$ cat src/logic/gsrp_pkg.sv
package gsrp_pkg;
  // Status byte layout
  localparam int unsigned STB_W = 8;
  localparam int unsigned BIT_RQS = 7;
  localparam int unsigned BIT_ERR = 6;
  localparam int unsigned BIT_RDY = 5;
  localparam int unsigned BIT_OUT = 4;
  localparam int unsigned BIT_USR = 3;
  localparam int unsigned ABN_HI = 2;
  localparam int unsigned ABN_LO = 1;
  localparam logic [7:0] STB_RESET = 8'h00;
  // Abnormality codes
  localparam logic [1:0] ABN_INTERP = 2'h0;
  localparam logic [1:0] ABN_EXEC = 2'h1;
  localparam logic [1:0] ABN_CAL = 2'h2;
  localparam logic [1:0] ABN_LONG = 2'h3;
  // Overlong message limit in characters
  localparam logic [7:0] MSG_MAX = 8'h4c;
  // Enable mask bit positions in the service request enable command
  localparam int unsigned EN_ERR = 0;
  localparam int unsigned EN_OUT = 1;
  localparam int unsigned EN_USR = 2;
  localparam int unsigned EN_RDY = 3;
  localparam logic [3:0] EN_RESET = 4'h0;
  // Parallel poll enable field layout
  localparam int unsigned PPE_SENSE = 3;
  localparam logic [2:0] PPL_RESET = 3'h0;
  // Terminator code for carriage return alone
  localparam logic [7:0] TERM_CR = 8'h0d;
  localparam logic [7:0] TERM_RESET = 8'h0d;
  // Serial poll handshake states
  typedef enum logic [1:0] {GSRP_IDLE, GSRP_SHOW, GSRP_DONE} gsrp_sp_t;
endpackage

$ cat src/logic/gsrp_msg_len.sv
// Counts received message characters and flags an overlong message
module gsrp_msg_len (
  // Clock and reset
  input wire logic ref_clk,
  input wire logic rst_n,
  // Receive stream
  input wire logic char_valid,
  input wire logic msg_end,
  // Result
  output logic too_long
);
  import gsrp_pkg::*;
  logic [7:0] count_r;

  // Count characters, saturating just above the limit
  always_ff @(posedge ref_clk or negedge rst_n) begin
    if (!rst_n) begin
      count_r <= 8'h00;
    end else if (msg_end) begin
      count_r <= 8'h00;
    end else if (char_valid && count_r <= MSG_MAX) begin
      count_r <= count_r + 8'h01;
    end
  end

  // Pulse once when a message ends past the limit
  always_ff @(posedge ref_clk or negedge rst_n) begin
    if (!rst_n) begin
      too_long <= 1'b0;
    end else begin
      too_long <= msg_end && (count_r > MSG_MAX);
    end
  end
endmodule // gsrp_msg_len

$ cat src/logic/gsrp_poll.sv
// Contract
// - On serial poll enable with talk address, the status byte goes out.
// - Status byte: 7 request, 6 error, 5 ready, 4 output, 3 user, 2:1 code.
// - Bit 6 is set while an error exists; code bits give its kind.
// - Codes: 00 interpret, 01 execute, 10 calibration, 11 overlong message.
// - A received message over 76 characters is an overlong error.
// - Request service sets bit 7 and the request line together.
// - Enable command picks sources; value zero blocks all requests and bit 7.
// - Output enabled and data available sets bit 4 and requests service.
// - User enabled and panel key pressed sets bit 3 and requests service.
// - Ready enabled and not busy sets bit 5 and requests service.
// - Ready request only after triggered measurements end, awaiting command.
// - Ready and output flags are independent and may both be set.
// - Invalid message keeps settings, writes code, requests service; code guards only the enable mask, not lockout or terminator.
// - Parallel poll follows PP1; one of eight data lines assignable.
// - Three-bit field in parallel poll enable selects the data line.
// - Sense one drives the line only while requesting service.
// - Sense zero drives the line only while not requesting service.
// - Status query queues an error message as output.
// - Lockout on or off disables or enables the local key.
// - Terminator command takes a code; 13 selects carriage return alone.
module gsrp_poll (
  // Clock and reset
  input wire logic ref_clk,
  input wire logic rst_n,
  // Controller bus events
  input wire logic spe_talk,
  input wire logic spd,
  input wire logic sp_byte_taken,
  input wire logic pp_configure,
  input wire logic pp_enable,
  input wire logic [3:0] pp_enable_field,
  input wire logic pp_disable,
  input wire logic pp_identify,
  // Decoded device commands
  input wire logic srq_cmd_valid,
  input wire logic [3:0] srq_cmd_mask,
  input wire logic status_query,
  input wire logic lockout_valid,
  input wire logic lockout_on,
  input wire logic term_valid,
  input wire logic [7:0] term_code,
  // Receive stream and error sources
  input wire logic char_valid,
  input wire logic msg_end,
  input wire logic err_event,
  input wire logic [1:0] err_code,
  input wire logic cal_fault,
  // Instrument state
  input wire logic output_avail,
  input wire logic busy,
  input wire logic trig_pending,
  input wire logic user_key,
  // Bus outputs
  output logic srq_o,
  output logic [7:0] dio_o,
  output logic [7:0] dio_oe,
  // Instrument outputs
  output logic [7:0] status_byte,
  output logic err_msg_queue,
  output logic cmd_reject,
  output logic local_key_en,
  output logic [7:0] term_char_r,
  output logic term_cr_only
);
  import gsrp_pkg::*;

  logic [3:0] en_r;
  logic err_r;
  logic [1:0] abn_r;
  logic usr_r;
  logic [2:0] ppl_r;
  logic pps_r;
  logic ppen_r;
  logic ppcfg_r;
  logic rqs_r;
  logic too_long;
  logic rdy_now;
  logic out_now;
  logic any_err;
  logic [1:0] code_nxt;
  logic want_rqs;
  logic rqs_nxt;
  logic [7:0] stb_nxt;
  logic sp_show;
  logic pp_answer;
  logic [7:0] pp_oe_nxt;
  gsrp_sp_t sp_r;

  // One-hot decode of a poll line number
  function automatic logic [7:0] line_mask(input logic [2:0] idx);
    line_mask = 8'h01 << idx;
  endfunction

  // A sticky flag survives unless the controller reads the byte now
  function automatic logic held(input logic flag, input logic taken);
    held = flag && !taken;
  endfunction

  // Overlong message detector
  gsrp_msg_len gsrp_msg_len_inst (
    .ref_clk(ref_clk),
    .rst_n(rst_n),
    .char_valid(char_valid),
    .msg_end(msg_end),
    .too_long(too_long)
  );

  // Error source selection; overlong beats calibration beats parser codes
  always_comb begin
    any_err = err_event || cal_fault || too_long;
    if (too_long) begin
      code_nxt = ABN_LONG;
    end else if (cal_fault) begin
      code_nxt = ABN_CAL;
    end else begin
      code_nxt = err_code;
    end
  end

  // Live flags; ready waits for all triggered work to finish
  assign rdy_now = !busy && !trig_pending;
  assign out_now = output_avail || err_msg_queue;

  // Service request enable mask; an invalid message leaves it alone
  always_ff @(posedge ref_clk or negedge rst_n) begin
    if (!rst_n) begin
      en_r <= EN_RESET;
    end else if (srq_cmd_valid && !err_event) begin
      en_r <= srq_cmd_mask;
    end
  end

  // Error flag sticky until a serial poll reads it; code kept until the next error
  always_ff @(posedge ref_clk or negedge rst_n) begin
    if (!rst_n) begin
      err_r <= 1'b0;
      abn_r <= ABN_INTERP;
    end else if (any_err) begin
      err_r <= 1'b1;
      abn_r <= code_nxt;
    end else if (sp_byte_taken) begin
      err_r <= 1'b0;
    end
  end

  // User key latch; a new press wins over the poll clear
  always_ff @(posedge ref_clk or negedge rst_n) begin
    if (!rst_n) begin
      usr_r <= 1'b0;
    end else if (user_key && en_r[EN_USR]) begin
      usr_r <= 1'b1;
    end else if (sp_byte_taken) begin
      usr_r <= 1'b0;
    end
  end

  // Request condition from enabled sources
  always_comb begin
    want_rqs = (en_r[EN_ERR] && any_err)
      || (en_r[EN_OUT] && out_now && !status_byte[BIT_OUT])
      || (en_r[EN_USR] && user_key)
      || (en_r[EN_RDY] && rdy_now && !status_byte[BIT_RDY]);
  end

  // Request flag: set wins over poll clear; mask of zero forces it off
  always_ff @(posedge ref_clk or negedge rst_n) begin
    if (!rst_n) begin
      rqs_r <= 1'b0;
    end else if (en_r == EN_RESET) begin
      rqs_r <= 1'b0;
    end else if (want_rqs) begin
      rqs_r <= 1'b1;
    end else if (sp_byte_taken) begin
      rqs_r <= 1'b0;
    end
  end

  // Request level shared by bit 7 and the bus line; zero mask forces it off
  always_comb begin
    if (en_r == EN_RESET) begin
      rqs_nxt = 1'b0;
    end else begin
      rqs_nxt = want_rqs || held(rqs_r, sp_byte_taken);
    end
  end

  // Next status byte; ready and output bits kept apart
  always_comb begin
    stb_nxt = STB_RESET;
    stb_nxt[BIT_RQS] = rqs_nxt;
    stb_nxt[BIT_ERR] = any_err || held(err_r, sp_byte_taken);
    stb_nxt[BIT_RDY] = en_r[EN_RDY] && rdy_now;
    stb_nxt[BIT_OUT] = en_r[EN_OUT] && out_now;
    stb_nxt[BIT_USR] = (user_key && en_r[EN_USR])
      || held(usr_r, sp_byte_taken);
    stb_nxt[ABN_HI:ABN_LO] = any_err ? code_nxt : abn_r;
    stb_nxt[0] = 1'b0; // Unused bit reads zero
  end

  // Status byte register
  always_ff @(posedge ref_clk or negedge rst_n) begin
    if (!rst_n) begin
      status_byte <= STB_RESET;
    end else begin
      status_byte <= stb_nxt;
    end
  end

  // Service request line rises with bit 7
  always_ff @(posedge ref_clk or negedge rst_n) begin
    if (!rst_n) begin
      srq_o <= 1'b0;
    end else begin
      srq_o <= rqs_nxt;
    end
  end

  // Status query queues an error message until a poll reads it
  always_ff @(posedge ref_clk or negedge rst_n) begin
    if (!rst_n) begin
      err_msg_queue <= 1'b0;
    end else if (status_query) begin
      err_msg_queue <= 1'b1;
    end else if (sp_byte_taken) begin
      err_msg_queue <= 1'b0;
    end
  end

  // Rejected command pulse tells the engine to keep its settings
  always_ff @(posedge ref_clk or negedge rst_n) begin
    if (!rst_n) begin
      cmd_reject <= 1'b0;
    end else begin
      cmd_reject <= err_event;
    end
  end

  // Local key lockout
  always_ff @(posedge ref_clk or negedge rst_n) begin
    if (!rst_n) begin
      local_key_en <= 1'b1;
    end else if (lockout_valid) begin
      local_key_en <= !lockout_on;
    end
  end

  // Output terminator code
  always_ff @(posedge ref_clk or negedge rst_n) begin
    if (!rst_n) begin
      term_char_r <= TERM_RESET;
      term_cr_only <= 1'b1;
    end else if (term_valid) begin
      term_char_r <= term_code;
      term_cr_only <= (term_code == TERM_CR);
    end
  end

  // Parallel poll configuration: configure arms, enable loads line and sense
  always_ff @(posedge ref_clk or negedge rst_n) begin
    if (!rst_n) begin
      ppcfg_r <= 1'b0;
      ppen_r <= 1'b0;
      ppl_r <= PPL_RESET;
      pps_r <= 1'b0;
    end else if (pp_disable) begin
      ppen_r <= 1'b0;
      ppcfg_r <= 1'b0;
    end else if (pp_configure) begin
      ppcfg_r <= 1'b1;
    end else if (pp_enable && ppcfg_r) begin
      ppen_r <= 1'b1;
      ppl_r <= pp_enable_field[2:0];
      pps_r <= pp_enable_field[PPE_SENSE];
      ppcfg_r <= 1'b0;
    end
  end

  // Serial poll state: show byte while addressed, move to done on read
  always_ff @(posedge ref_clk or negedge rst_n) begin
    if (!rst_n) begin
      sp_r <= GSRP_IDLE;
    end else begin
      case (sp_r)
        GSRP_IDLE: begin
          if (spe_talk) begin
            sp_r <= GSRP_SHOW;
          end
        end
        GSRP_SHOW: begin
          if (spd) begin
            sp_r <= GSRP_IDLE;
          end else if (sp_byte_taken) begin
            sp_r <= GSRP_DONE;
          end
        end
        GSRP_DONE: begin
          if (spd) begin
            sp_r <= GSRP_IDLE;
          end else if (spe_talk) begin
            sp_r <= GSRP_SHOW;
          end
        end
        default: begin
          sp_r <= GSRP_IDLE;
        end
      endcase
    end
  end

  // Identify on a configured line beats a serial poll
  assign pp_answer = pp_identify && ppen_r;

  // Serial answer from any enable, also a repeat poll after a read
  assign sp_show = (sp_r == GSRP_SHOW) || spe_talk;

  // Parallel poll line: driven only when sense matches the request state
  always_comb begin
    if (pps_r == rqs_r) begin
      pp_oe_nxt = line_mask(ppl_r);
    end else begin
      pp_oe_nxt = 8'h00;
    end
  end

  // Data line drive: status byte on serial poll, one line on identify
  always_ff @(posedge ref_clk or negedge rst_n) begin
    if (!rst_n) begin
      dio_o <= 8'h00;
      dio_oe <= 8'h00;
    end else if (pp_answer) begin
      dio_o <= line_mask(ppl_r);
      dio_oe <= pp_oe_nxt;
    end else if (sp_show) begin
      dio_o <= status_byte;
      dio_oe <= 8'hff;
    end else begin
      dio_o <= 8'h00;
      dio_oe <= 8'h00;
    end
  end
endmodule // gsrp_poll

$ cat config.mk
export PLATFORM = sky130hd
export DESIGN_NAME = gsrp_poll
export DESIGN_NICKNAME = d
export VERILOG_FILES = /design/src/logic/gsrp_pkg.sv /design/src/logic/gsrp_msg_len.sv /design/src/logic/gsrp_poll.sv
export SDC_FILE = /design/constraint.sdc
export NUM_CORES = 1
export LEC_CHECK = 0
export BUFFER_PORTS_ARGS = -buffer_cell sky130_fd_sc_hd__buf_4
export CORE_MARGIN = 2
export CORE_UTILIZATION = 50
export CTS_BUF_LIST = sky130_fd_sc_hd__clkbuf_8
export DETAILED_ROUTE_END_ITERATION = 10
export PLACE_DENSITY_LB_ADDON = 0.3
export REMOVE_ABC_BUFFERS = 1
export SLEW_MARGIN = 25
export SYNTH_ARGS = -nofsm -noshare
export SYNTH_HDL_FRONTEND = slang
export SYNTH_SLANG_ARGS = --single-unit
$ cat constraint.sdc
create_clock -name ref_clk -period 2.5 [get_ports ref_clk]
set_clock_uncertainty 0.2 [all_clocks]
set_input_delay 0.125 -clock ref_clk [delete_from_list [all_inputs] [get_ports ref_clk]]
set_output_delay 0.125 -clock ref_clk [all_outputs]
set_load 0.02 [all_outputs]
==> results of run 1 <==
[cell usage in the layout, fill, tap and decap left out, types with 3 or more instances in the layout]
| cell | count |
|---|---|
| a21oi_1 | 4 |
| inv_1 | 14 |
| o31ai_1 | 3 |
| clkbuf_8 | 10 |
| o21a_1 | 3 |
| nor2b_1 | 4 |
| nand3_1 | 3 |
| clkinv_2 | 3 |
| dlygate4sd3_1 | 44 |
| nor3_1 | 5 |
| nand2b_1 | 7 |
| dfstp_2 | 5 |
| nand2_1 | 7 |
| o2bb2ai_1 | 5 |
| nor4_1 | 3 |
| nor2_1 | 8 |
| dfrtp_1 | 54 |
| o21ai_0 | 9 |
| mux2_2 | 18 |
| buf_4 | 75 |
| mux2i_1 | 4 |
[cells by family after synthesis]
| family | Yosys count | share of synthesized area [%] |
|---|---|---|
| AOI/OAI and AO/OA | 41 | 12.1 |
| adders and majority gates | 2 | 1.04 |
| DFF | 59 | 61.5 |
| muxes | 22 | 10.1 |
| buffers and inverters | 17 | 2.96 |
| xor gates and xnor gates | 1 | 0.364 |
| other | 1 | 0.156 |
| and+or+nand+nor | 47 | 11.7 |
[critical path, cell delays in order (launching register included)]
cell and delay [ns]:
dfrtp_1 0.41, inv_1 0.09, ha_1 0.14, and4b_1 0.26, nor4_1 0.29, mux2_2 0.37
[power groups by stage]
stage	sequential (mW)	clock, mW	combinational (mW)
after floorplan	1.24	0	0.152
after global placement	1.15	0	0.456
after detailed placement	1.16	0	0.468
after CTS	1.14	0.849	0.529
after global routing	1.16	0.883	0.577
final	1.14	0.833	0.530
[routing by layer]
layer  global-route usage, %  vias up
li1                        -      938
met1                    26.8      948
met2                    39.9       66
met3                    4.80        6
met4                    7.07        0
met5                       0        -
[final timing paths]
path / startpoint / to / slack [ns] / cells past startpoint
worst max-delay path: gsrp_msg_len_inst.count_r[0]$_DFFE_PN0P_ / gsrp_msg_len_inst.count_r[4]$_DFFE_PN0P_ / 0.63 / 5
worst min-delay path: pp_enable / ppen_r$_DFFE_PN0P_ / 0.09 / 4
worst max register to register: gsrp_msg_len_inst.count_r[0]$_DFFE_PN0P_ / gsrp_msg_len_inst.count_r[4]$_DFFE_PN0P_ / 0.63 / 5
worst min register to register: gsrp_msg_len_inst.too_long$_DFF_PN0_ / status_byte[2]$_DFFE_PN0P_ / 0.29 / 2
max in group asynchronous: rst_n / usr_r$_DFFE_PN0P_ / 1.42 / 2
min in group asynchronous: rst_n / term_char_r[5]$_DFFE_PN0P_ / 0.21 / 2
[sequential cells by signal, summed over array words and instances (netlist names), 2 cells and up]
| name | cells |
|---|---|
| dio_o | 8 |
| dio_oe | 8 |
| gsrp_msg_len_inst.count_r | 8 |
| term_char_r | 8 |
| status_byte | 6 |
| en_r | 4 |
| ppl_r | 3 |
| sp_r | 2 |
[final cells by class]
cell class,instances,share of cell area [%]
Clock buffer,10,3.77
Clock inverter,6,1.58
Inverter,13,1.34
Multi-Input combinational cell,114,23.4
Sequential cell,59,40.6
Tap cell,54,1.85
Timing Repair Buffer,119,27.5
[through the flow]
| step | hold WS (ns) | setup slack, ns | cell area [um2] |
|---|---|---|---|
| final | 0.0891 | 0.627 | 3650 |
| after floorplan | -0.371 | 0.747 | 2390 |
| after detailed placement | 0.0238 | 0.655 | 3020 |
| after CTS | 0.0778 | 0.650 | 3650 |
| after global placement | 0.0254 | 0.699 | 3020 |
| after global routing | 0.143 | 0.554 | 3650 |
[what timing repair did]
action / in CTS / in global routing
endpoints found under the hold margin: 98 / 0
buffers inserted: 0 / 0
hold buffers: 44 / 0
[cell usage after synthesis, drive strengths merged, types with 5 or more instances]
cell     number
o21ai        10
nor3          5
inv          13
o2bb2ai       5
mux2         18
nand2b        7
nand2         7
dfrtp        54
dfstp         5
nor2          8
==> results.py, run 1 <==
metrics = {
    "run_status": {
        "status": "finished, final reports clean",
    },
    "power_and_ir_drop": {
        "sequentialPowerShare_pct": 45.6,
        "leakage_nw": 1.70,
        "power_density_nw_per_um2": 686,
        "swShare_pct": 27.2,
        "p_clk_share_pct": 33.2,
        "p_sw_mw": 0.682,
        "p_int_mw": 1.82,
        "total_power_mw": 2.51,
        "pwr-share-comb_pct": 21.1,
        "ir_worst_vdd_mv": 0.601,
    },
    "synth": {
        "yosysWarnings": 0,
        "synth-edff-count": 0,
        "syn_inst": 190,
        "synth_top_area_share_pct": 56.1,
        "synth_area_leaders": "dfrtp_1 56%, mux2_2 8.4%, dfstp_2 5.5%",
        "synth-seq-cells": 59,
        "synth_area_um2": 2410,
        "synth.distinct_cells": 41,
        "ys_async_sr_fraction_pct": 100,
        "synth_seq_area_share_pct": 61.5,
        "syn_area_per_cell_um2": 12.7,
        "synth_top_area_cell": "dfrtp_1",
        "ys.flop_type": "dfrtp_1",
    },
    "die": {
        "fp-row-count": 25,
        "die-area_um2": 5390,
        "die_x_um": 73.4,
        "start_util_pct": 51.4,
        "die_y_um": 73.4,
        "pin_count": 77,
        "core_um2": 4690,
    },
    "clock_network": {
        "tritoncts": "built",
        "clk_latency_ns": 0.32,
        "clock_tree.root_cell": "clkbuf_8",
        "numCtsBuffers": 9,
        "cts_resized": 0,
        "cts_max_level": 3,
        "cts.sinks": 59,
        "path_clk_slew_ns": 0.07,
        "clockBufferDepth": 2,
    },
    "global_routing": {
        "grt_pass1_wl_mm": 9.07,
        "grt.total_usage_pct": 22.3,
        "antenna_found_initial": 0,
        "grt_max_degree": 60,
        "overflow": 0,
        "grt_pass1_vias": 1988,
    },
    "layout": {
        "regArea_um2": 1480,
        "multi_input_area_um2": 856,
        "layout-drive-gt1-share_pct": 36.1,
        "stdcell_count": 375,
        "postLayoutCoreUtil_pct": 77.9,
        "n_fill_cell": 303,
        "antenna_cells": 0,
        "fin_nets": 358,
        "syn_to_final_growth_pct": 51.6,
    },
    "timing": {
        "tns_ns": 0,
        "fmax_mhz": 534,
        "fin_crit_sh_pct": 74.9,
        "setup_violations": 0,
        "min_period_ns": 1.87,
        "tightest_slew_ns": 0.725,
        "slew_headroom_pct": 51.7,
        "hold_violations": 0,
        "rsz0062_at_grt": "no",
        "slew_violations": 0,
    },
    "critical_path": {
        "arrival_ns": 1.88,
        "crit_required_ns": 2.51,
        "cp-end-kind": "flop",
        "startpoint_type": "flop",
        "cp_max_fo": 5,
        "crit_type": "flop to flop",
    },
    "drt": {
        "first_pass_iters": 4,
        "via_per_inst": 5.22,
        "wl_per_cell_um": 15.0,
        "ant_nets": 0,
        "first_iter_violations": 144,
        "wl_met1_mm": 2.33,
        "dr_wl_met2_mm": 2.97,
        "num_vias": 1958,
        "dr_wl_met3_um": 271,
        "wl_mm": 5.62,
        "maxUsedRoutingLayer": "met4",
        "drc": 0,
    },
    "worst_hold_path": {
        "hp-class": "primary input to flop",
    },
    "place": {
        "dpl.hpwl_mm": 3.54,
        "io_buffers": 75,
        "placed_cells": 315,
        "gp_congestion": 0.799,
    },
    "job": {
        "max_cap_viol_count": 0,
    },
}
Note: power is estimated with default switching activity, not from simulation.
==> run 2: changes to the inputs <==
- clock period: 2.5 -> 1.9 ns (I/O delays scaled with it)
==> run 2 against run 1 <==
  * Via count increased by 1.6%
  * Register-to-register slack got worse by 0.56 ns
  * Clock power grew 54%
  * First-iteration DRC count is 22% lower
  * Sequential share of layout area is 1.1 points lower
  * Cell area increased by 2.8%
  * Count of clock-buffer cells in the layout up 1
  * Critical path depth unchanged
  * Die area did not move
  * Flip-flop and latch count did not move
  * Total power up 40%
  * Global-route usage up 0.43 points
==> results.py, run 2 (synthesis gave the netlist of run 1 again) <==
metrics = {
    "place": {
        "placed_cells": 317,
        "place_area_um2": 3030,
        "gp_congestion": 0.811,
        "dpl.hpwl_mm": 3.47,
        "io_buffers": 75,
    },
    "timing": {
        "fin_crit_sh_pct": 96.7,
        "slew_violations": 0,
        "fmax_mhz": 544,
        "hold_violations": 0,
        "slew_headroom_pct": 52.1,
        "min_period_ns": 1.84,
        "whs_ns": 0.0118,
        "tns_ns": 0,
        "tightest_slew_ns": 0.719,
        "setup_violations": 0,
    },
    "power_and_ir_drop": {
        "p_int_mw": 2.59,
        "power_density_nw_per_um2": 934,
        "leakage_nw": 1.74,
        "p_clk_share_pct": 36.5,
        "sequentialPowerShare_pct": 42.8,
        "ir_worst_vdd_mv": 0.663,
        "swShare_pct": 26.3,
        "total_power_mw": 3.51,
        "p_sw_mw": 0.922,
        "pwr-share-comb_pct": 20.7,
    },
    "critical_path": {
        "arrival_ns": 1.85,
        "crit_type": "flop to flop",
        "cp-end-kind": "flop",
        "startpoint_type": "flop",
        "crit_required_ns": 1.91,
        "cp_max_fo": 5,
    },
    "layout": {
        "fin_nets": 365,
        "fin_area_um2": 3760,
        "final_common_cell": "buf_4",
        "syn_to_final_growth_pct": 55.9,
        "stdcell_count": 382,
        "final_cell_mix": "79 x buf_4, 54 x dfrtp_1, 47 x dlygate4sd3_1",
        "antenna_cells": 0,
        "layout-drive-gt1-share_pct": 37.2,
    },
    "die": {
        "start_util_pct": 51.4,
        "pin_count": 77,
        "die-area_um2": 5390,
        "die_y_um": 73.4,
        "core_um2": 4690,
        "fp-row-count": 25,
        "die_x_um": 73.4,
    },
    "clock_network": {
        "clk_latency_ns": 0.33,
        "clockBufferDepth": 2,
        "clock_tree.root_cell": "clkbuf_8",
        "cts.sinks": 59,
        "tritoncts": "built",
        "numCtsBuffers": 9,
        "cts_max_level": 3,
        "path_clk_slew_ns": 0.07,
    },
    "worst_hold_path": {
        "hp-class": "primary input to flop",
    },
    "drt": {
        "drc": 0,
        "first_pass_iters": 4,
        "num_vias": 1989,
        "wl_mm": 5.84,
        "wl_per_cell_um": 15.3,
        "first_iter_violations": 112,
        "ant_nets": 0,
        "via_per_inst": 5.21,
    },
    "global_routing": {
        "grt_pass1_vias": 2001,
        "grt.total_usage_pct": 22.8,
        "grt_pass1_wl_mm": 9.09,
        "grt_max_degree": 60,
        "overflow": 0,
        "antenna_found_initial": 0,
    },
    "job": {
        "max_cap_viol_count": 0,
    },
    "run_status": {
        "status": "finished, final reports clean",
    },
}
-- run 2: layout make-up --
class	instances	area [um2]
Clock buffer	11	151
Tap cell	54	67.6
Clock inverter	5	76.3
Fill cell	284	935
Sequential cell	59	1480
Timing Repair Buffer	126	1060
Multi-Input combinational cell	114	867
Inverter	13	48.8
-- run 2: metrics by stage --
step,util (%),worst slack [ns]
6_report,80.1,0.0633
4_1_cts,79.5,0.0274
3_5_place_dp,64.6,0.0489
2_1_floorplan,-,0.147
5_1_grt,80.1,-0.0180
3_3_place_gp,64.6,0.0961
-- run 2: routing by layer --
layer	part of all wire [%]	global-route usage, %	up-vias
li1	-	-	953
met1	42	27.4	961
met2	52	39.2	65
met3	4.5	4.39	10
met4	1.9	10.7	0
met5	0	0	-
-- run 2: timing repair --
| item | in CTS | in global routing |
|---|---|---|
| endpoints found under the setup margin | 0 | 3 |
| hold buffers | 47 | 0 |
| hold endpoints to repair | 110 | 0 |
| gates resized for setup | 0 | 3 |
| setup buffers | 0 | 2 |
-- run 2: final timing paths --
kind                                                           from                                  endpoint  slack (ns)  depth (start not counted)
hold / removal                                         pp_configure                        ppen_r$_DFFE_PN0P_        0.01                          4
setup reg to reg           gsrp_msg_len_inst.count_r[1]$_DFFE_PN0P_  gsrp_msg_len_inst.count_r[0]$_DFFE_PN0P_        0.06                          5
max in group asynchronous                                     rst_n  gsrp_msg_len_inst.count_r[7]$_DFFE_PN0P_        0.85                          2
setup / recovery           gsrp_msg_len_inst.count_r[1]$_DFFE_PN0P_  gsrp_msg_len_inst.count_r[0]$_DFFE_PN0P_        0.06                          5
min in group asynchronous                                     rst_n                term_char_r[1]$_DFFE_PN0P_        0.18                          2
hold reg to reg                gsrp_msg_len_inst.too_long$_DFF_PN0_                status_byte[2]$_DFFE_PN0P_        0.29                          2
-- run 2: power groups by stage --
stage                     clock [mW]  combinational (mW)  sequential (mW)
after global routing            1.35               0.789             1.52
after global placement             0               0.607             1.52
after detailed placement           0               0.622             1.52
final                           1.28               0.727             1.50
after floorplan                    0               0.200             1.63
after CTS                       1.29               0.712             1.50
-- run 2: worst max-delay path: stages, from the launching register on --
cell,delay [ns]
dfrtp_1,0.41
inv_1,0.07
ha_1,0.12
and4b_2,0.27
nor4b_4,0.32
mux2_4,0.33
==> run 3: changes to the inputs <==
- CAP_MARGIN: not set -> 5
- CELL_PAD_IN_SITES_DETAIL_PLACEMENT: not set -> 2
- CELL_PAD_IN_SITES_GLOBAL_PLACEMENT: not set -> 2
- CORE_UTILIZATION: 50 -> 33
==> run 3 against run 2 <==
  * Sequential power about the same
  * Count of clock-buffer cells in the layout fell by 2
  * First-iteration DRC count shrank 54%
  * Global-route usage rose by 0.70 points
  * Combinational power is 7.6% higher
  * Total power decreased by 2.5%
  * Routed wire length grew 50%
  * Sequential share of layout area fell by 0.70 points
  * Non-clock buffer count grew 4
  * Final cell count increased by 13%
  * Worst hold slack better by 0.067 ns
==> results.py, run 3 (synthesis gave the netlist of run 1 again) <==
metrics = {
    "drt": {
        "first_pass_iters": 4,
        "wl_per_cell_um": 20.4,
        "ant_nets": 0,
        "first_iter_violations": 51,
        "via_per_inst": 4.81,
        "wl_mm": 8.78,
        "num_vias": 2075,
        "drc": 0,
    },
    "global_routing": {
        "grt_pass1_wl_mm": 13.7,
        "grt_pass1_vias": 2446,
        "antenna_found_initial": 0,
        "grt.total_usage_pct": 23.5,
        "grt_max_degree": 60,
        "overflow": 0,
    },
    "place": {
        "dp_slack_ns": -0.0222,
        "io_buffers": 75,
        "place_area_um2": 3090,
        "gp_congestion": 0.703,
        "placed_cells": 362,
        "dpl.hpwl_mm": 4.66,
    },
    "clock_network": {
        "cts_max_level": 3,
        "tritoncts": "built",
        "path_clk_slew_ns": 0.07,
        "clk_latency_ns": 0.33,
        "cts.sinks": 59,
        "numCtsBuffers": 9,
        "clock_tree.root_cell": "clkbuf_8",
        "clockBufferDepth": 2,
    },
    "timing": {
        "hold_violations": 0,
        "fin_crit_sh_pct": 97.2,
        "rsz0062_at_grt": "yes",
        "whs_ns": 0.0786,
        "fmax_mhz": 541,
        "slew_headroom_pct": 49.3,
        "setup_violations": 0,
        "min_period_ns": 1.85,
        "slew_violations": 0,
        "tightest_slew_ns": 0.761,
        "timing.final.ws_setup_ns": 0.0529,
    },
    "die": {
        "fp-row-count": 31,
        "core_um2": 7180,
        "die_y_um": 89.5,
        "start_util_pct": 33.6,
        "die-area_um2": 8000,
        "pin_count": 77,
        "die_x_um": 89.5,
    },
    "layout": {
        "final_cell_mix": "82 x buf_4, 54 x dfrtp_1, 48 x dlygate4sd3_1",
        "antenna_cells": 0,
        "postLayoutCoreUtil_pct": 53.3,
        "n_fill_cell": 716,
        "layout-drive-gt1-share_pct": 38.3,
        "stdcell_count": 431,
        "syn_to_final_growth_pct": 58.7,
        "regArea_um2": 1480,
        "final_common_cell": "buf_4",
        "fin_area_um2": 3820,
        "multi_input_area_um2": 888,
        "fin_nets": 369,
    },
    "power_and_ir_drop": {
        "power_density_nw_per_um2": 895,
        "ir_worst_vdd_mv": 0.370,
        "leakage_nw": 1.75,
    },
    "critical_path": {
        "startpoint_type": "flop",
        "crit_type": "flop to flop",
        "crit_required_ns": 1.91,
        "cp-end-kind": "flop",
        "cp_max_fo": 3,
        "arrival_ns": 1.86,
    },
    "run_status": {
        "status": "finished, final reports clean",
    },
    "worst_hold_path": {
        "hp-class": "primary input to flop",
    },
    "job": {
        "max_cap_viol_count": 0,
    },
}
run 3: changes by cell type in the layout (fill, tap and decap cells not counted), sizes merged:
cell and delta:
bufinv -1, buf +3, dlygate4sd3 +1, clkinv +3
inv +1, clkinvlp -1, clkbuf -2
run 3: power breakdown:
group | internal (mW) | total [mW] | switching (mW)
registers | 1.41 | 1.53 | 0.122
logic | 0.392 | 0.782 | 0.390
clock network | 0.592 | 1.11 | 0.521
run 3: layer usage:
metal  vias up  wire length (um)  track usage (%)
li1        955                 -                -
met1      1050              3390             25.9
met2        60              4940             44.4
met3        10               314             5.36
met4         0               141             7.06
met5         -                 0                0
run 3: final timing paths:
path / startpoint / endpoint / slack [ns] / depth (start not counted)
max: gsrp_msg_len_inst.count_r[0]$_DFFE_PN0P_ / gsrp_msg_len_inst.count_r[4]$_DFFE_PN0P_ / 0.05 / 5
min: pp_configure / ppen_r$_DFFE_PN0P_ / 0.08 / 4
max reg2reg: gsrp_msg_len_inst.count_r[0]$_DFFE_PN0P_ / gsrp_msg_len_inst.count_r[4]$_DFFE_PN0P_ / 0.05 / 5
min reg2reg: gsrp_msg_len_inst.too_long$_DFF_PN0_ / status_byte[2]$_DFFE_PN0P_ / 0.30 / 2
max in group asynchronous: rst_n / status_byte[4]$_DFF_PN0_ / 0.81 / 2
min in group asynchronous: rst_n / term_char_r[6]$_DFFE_PN0P_ / 0.19 / 2
run 3: cell type report:
type | instances | share of cell area, %
Sequential cell | 59 | 38.8
Timing Repair Buffer | 130 | 28.7
Multi-Input combinational cell | 114 | 23.2
Clock buffer | 9 | 3.24
Tap cell | 99 | 3.24
Clock inverter | 7 | 1.60
Inverter | 13 | 1.28
run 3: critical path, cell delays in order (launching register included):
cell,delay [ns]
dfrtp_1,0.41
inv_2,0.10
ha_4,0.13
and4b_2,0.27
nor4_4,0.30
mux2_4,0.32
run 3: timing repair:
action,in CTS,in global routing
setup endpoints to repair,2,7
hold buffers,48,1
gates resized for setup,2,7
buffers inserted,2,3
pin swaps,1,3
hold endpoints to repair,101,2
run 3: stage by stage:
| step | power (mW) | TNS, ns |
|---|---|---|
| 2_1_floorplan | 1.83 | 0 |
| 3_3_place_gp | 2.14 | 0 |
| 3_5_place_dp | 2.17 | -0.0266 |
| 4_1_cts | 3.38 | 0 |
| 5_1_grt | 3.59 | -0.0241 |
| 6_report | 3.42 | 0 |
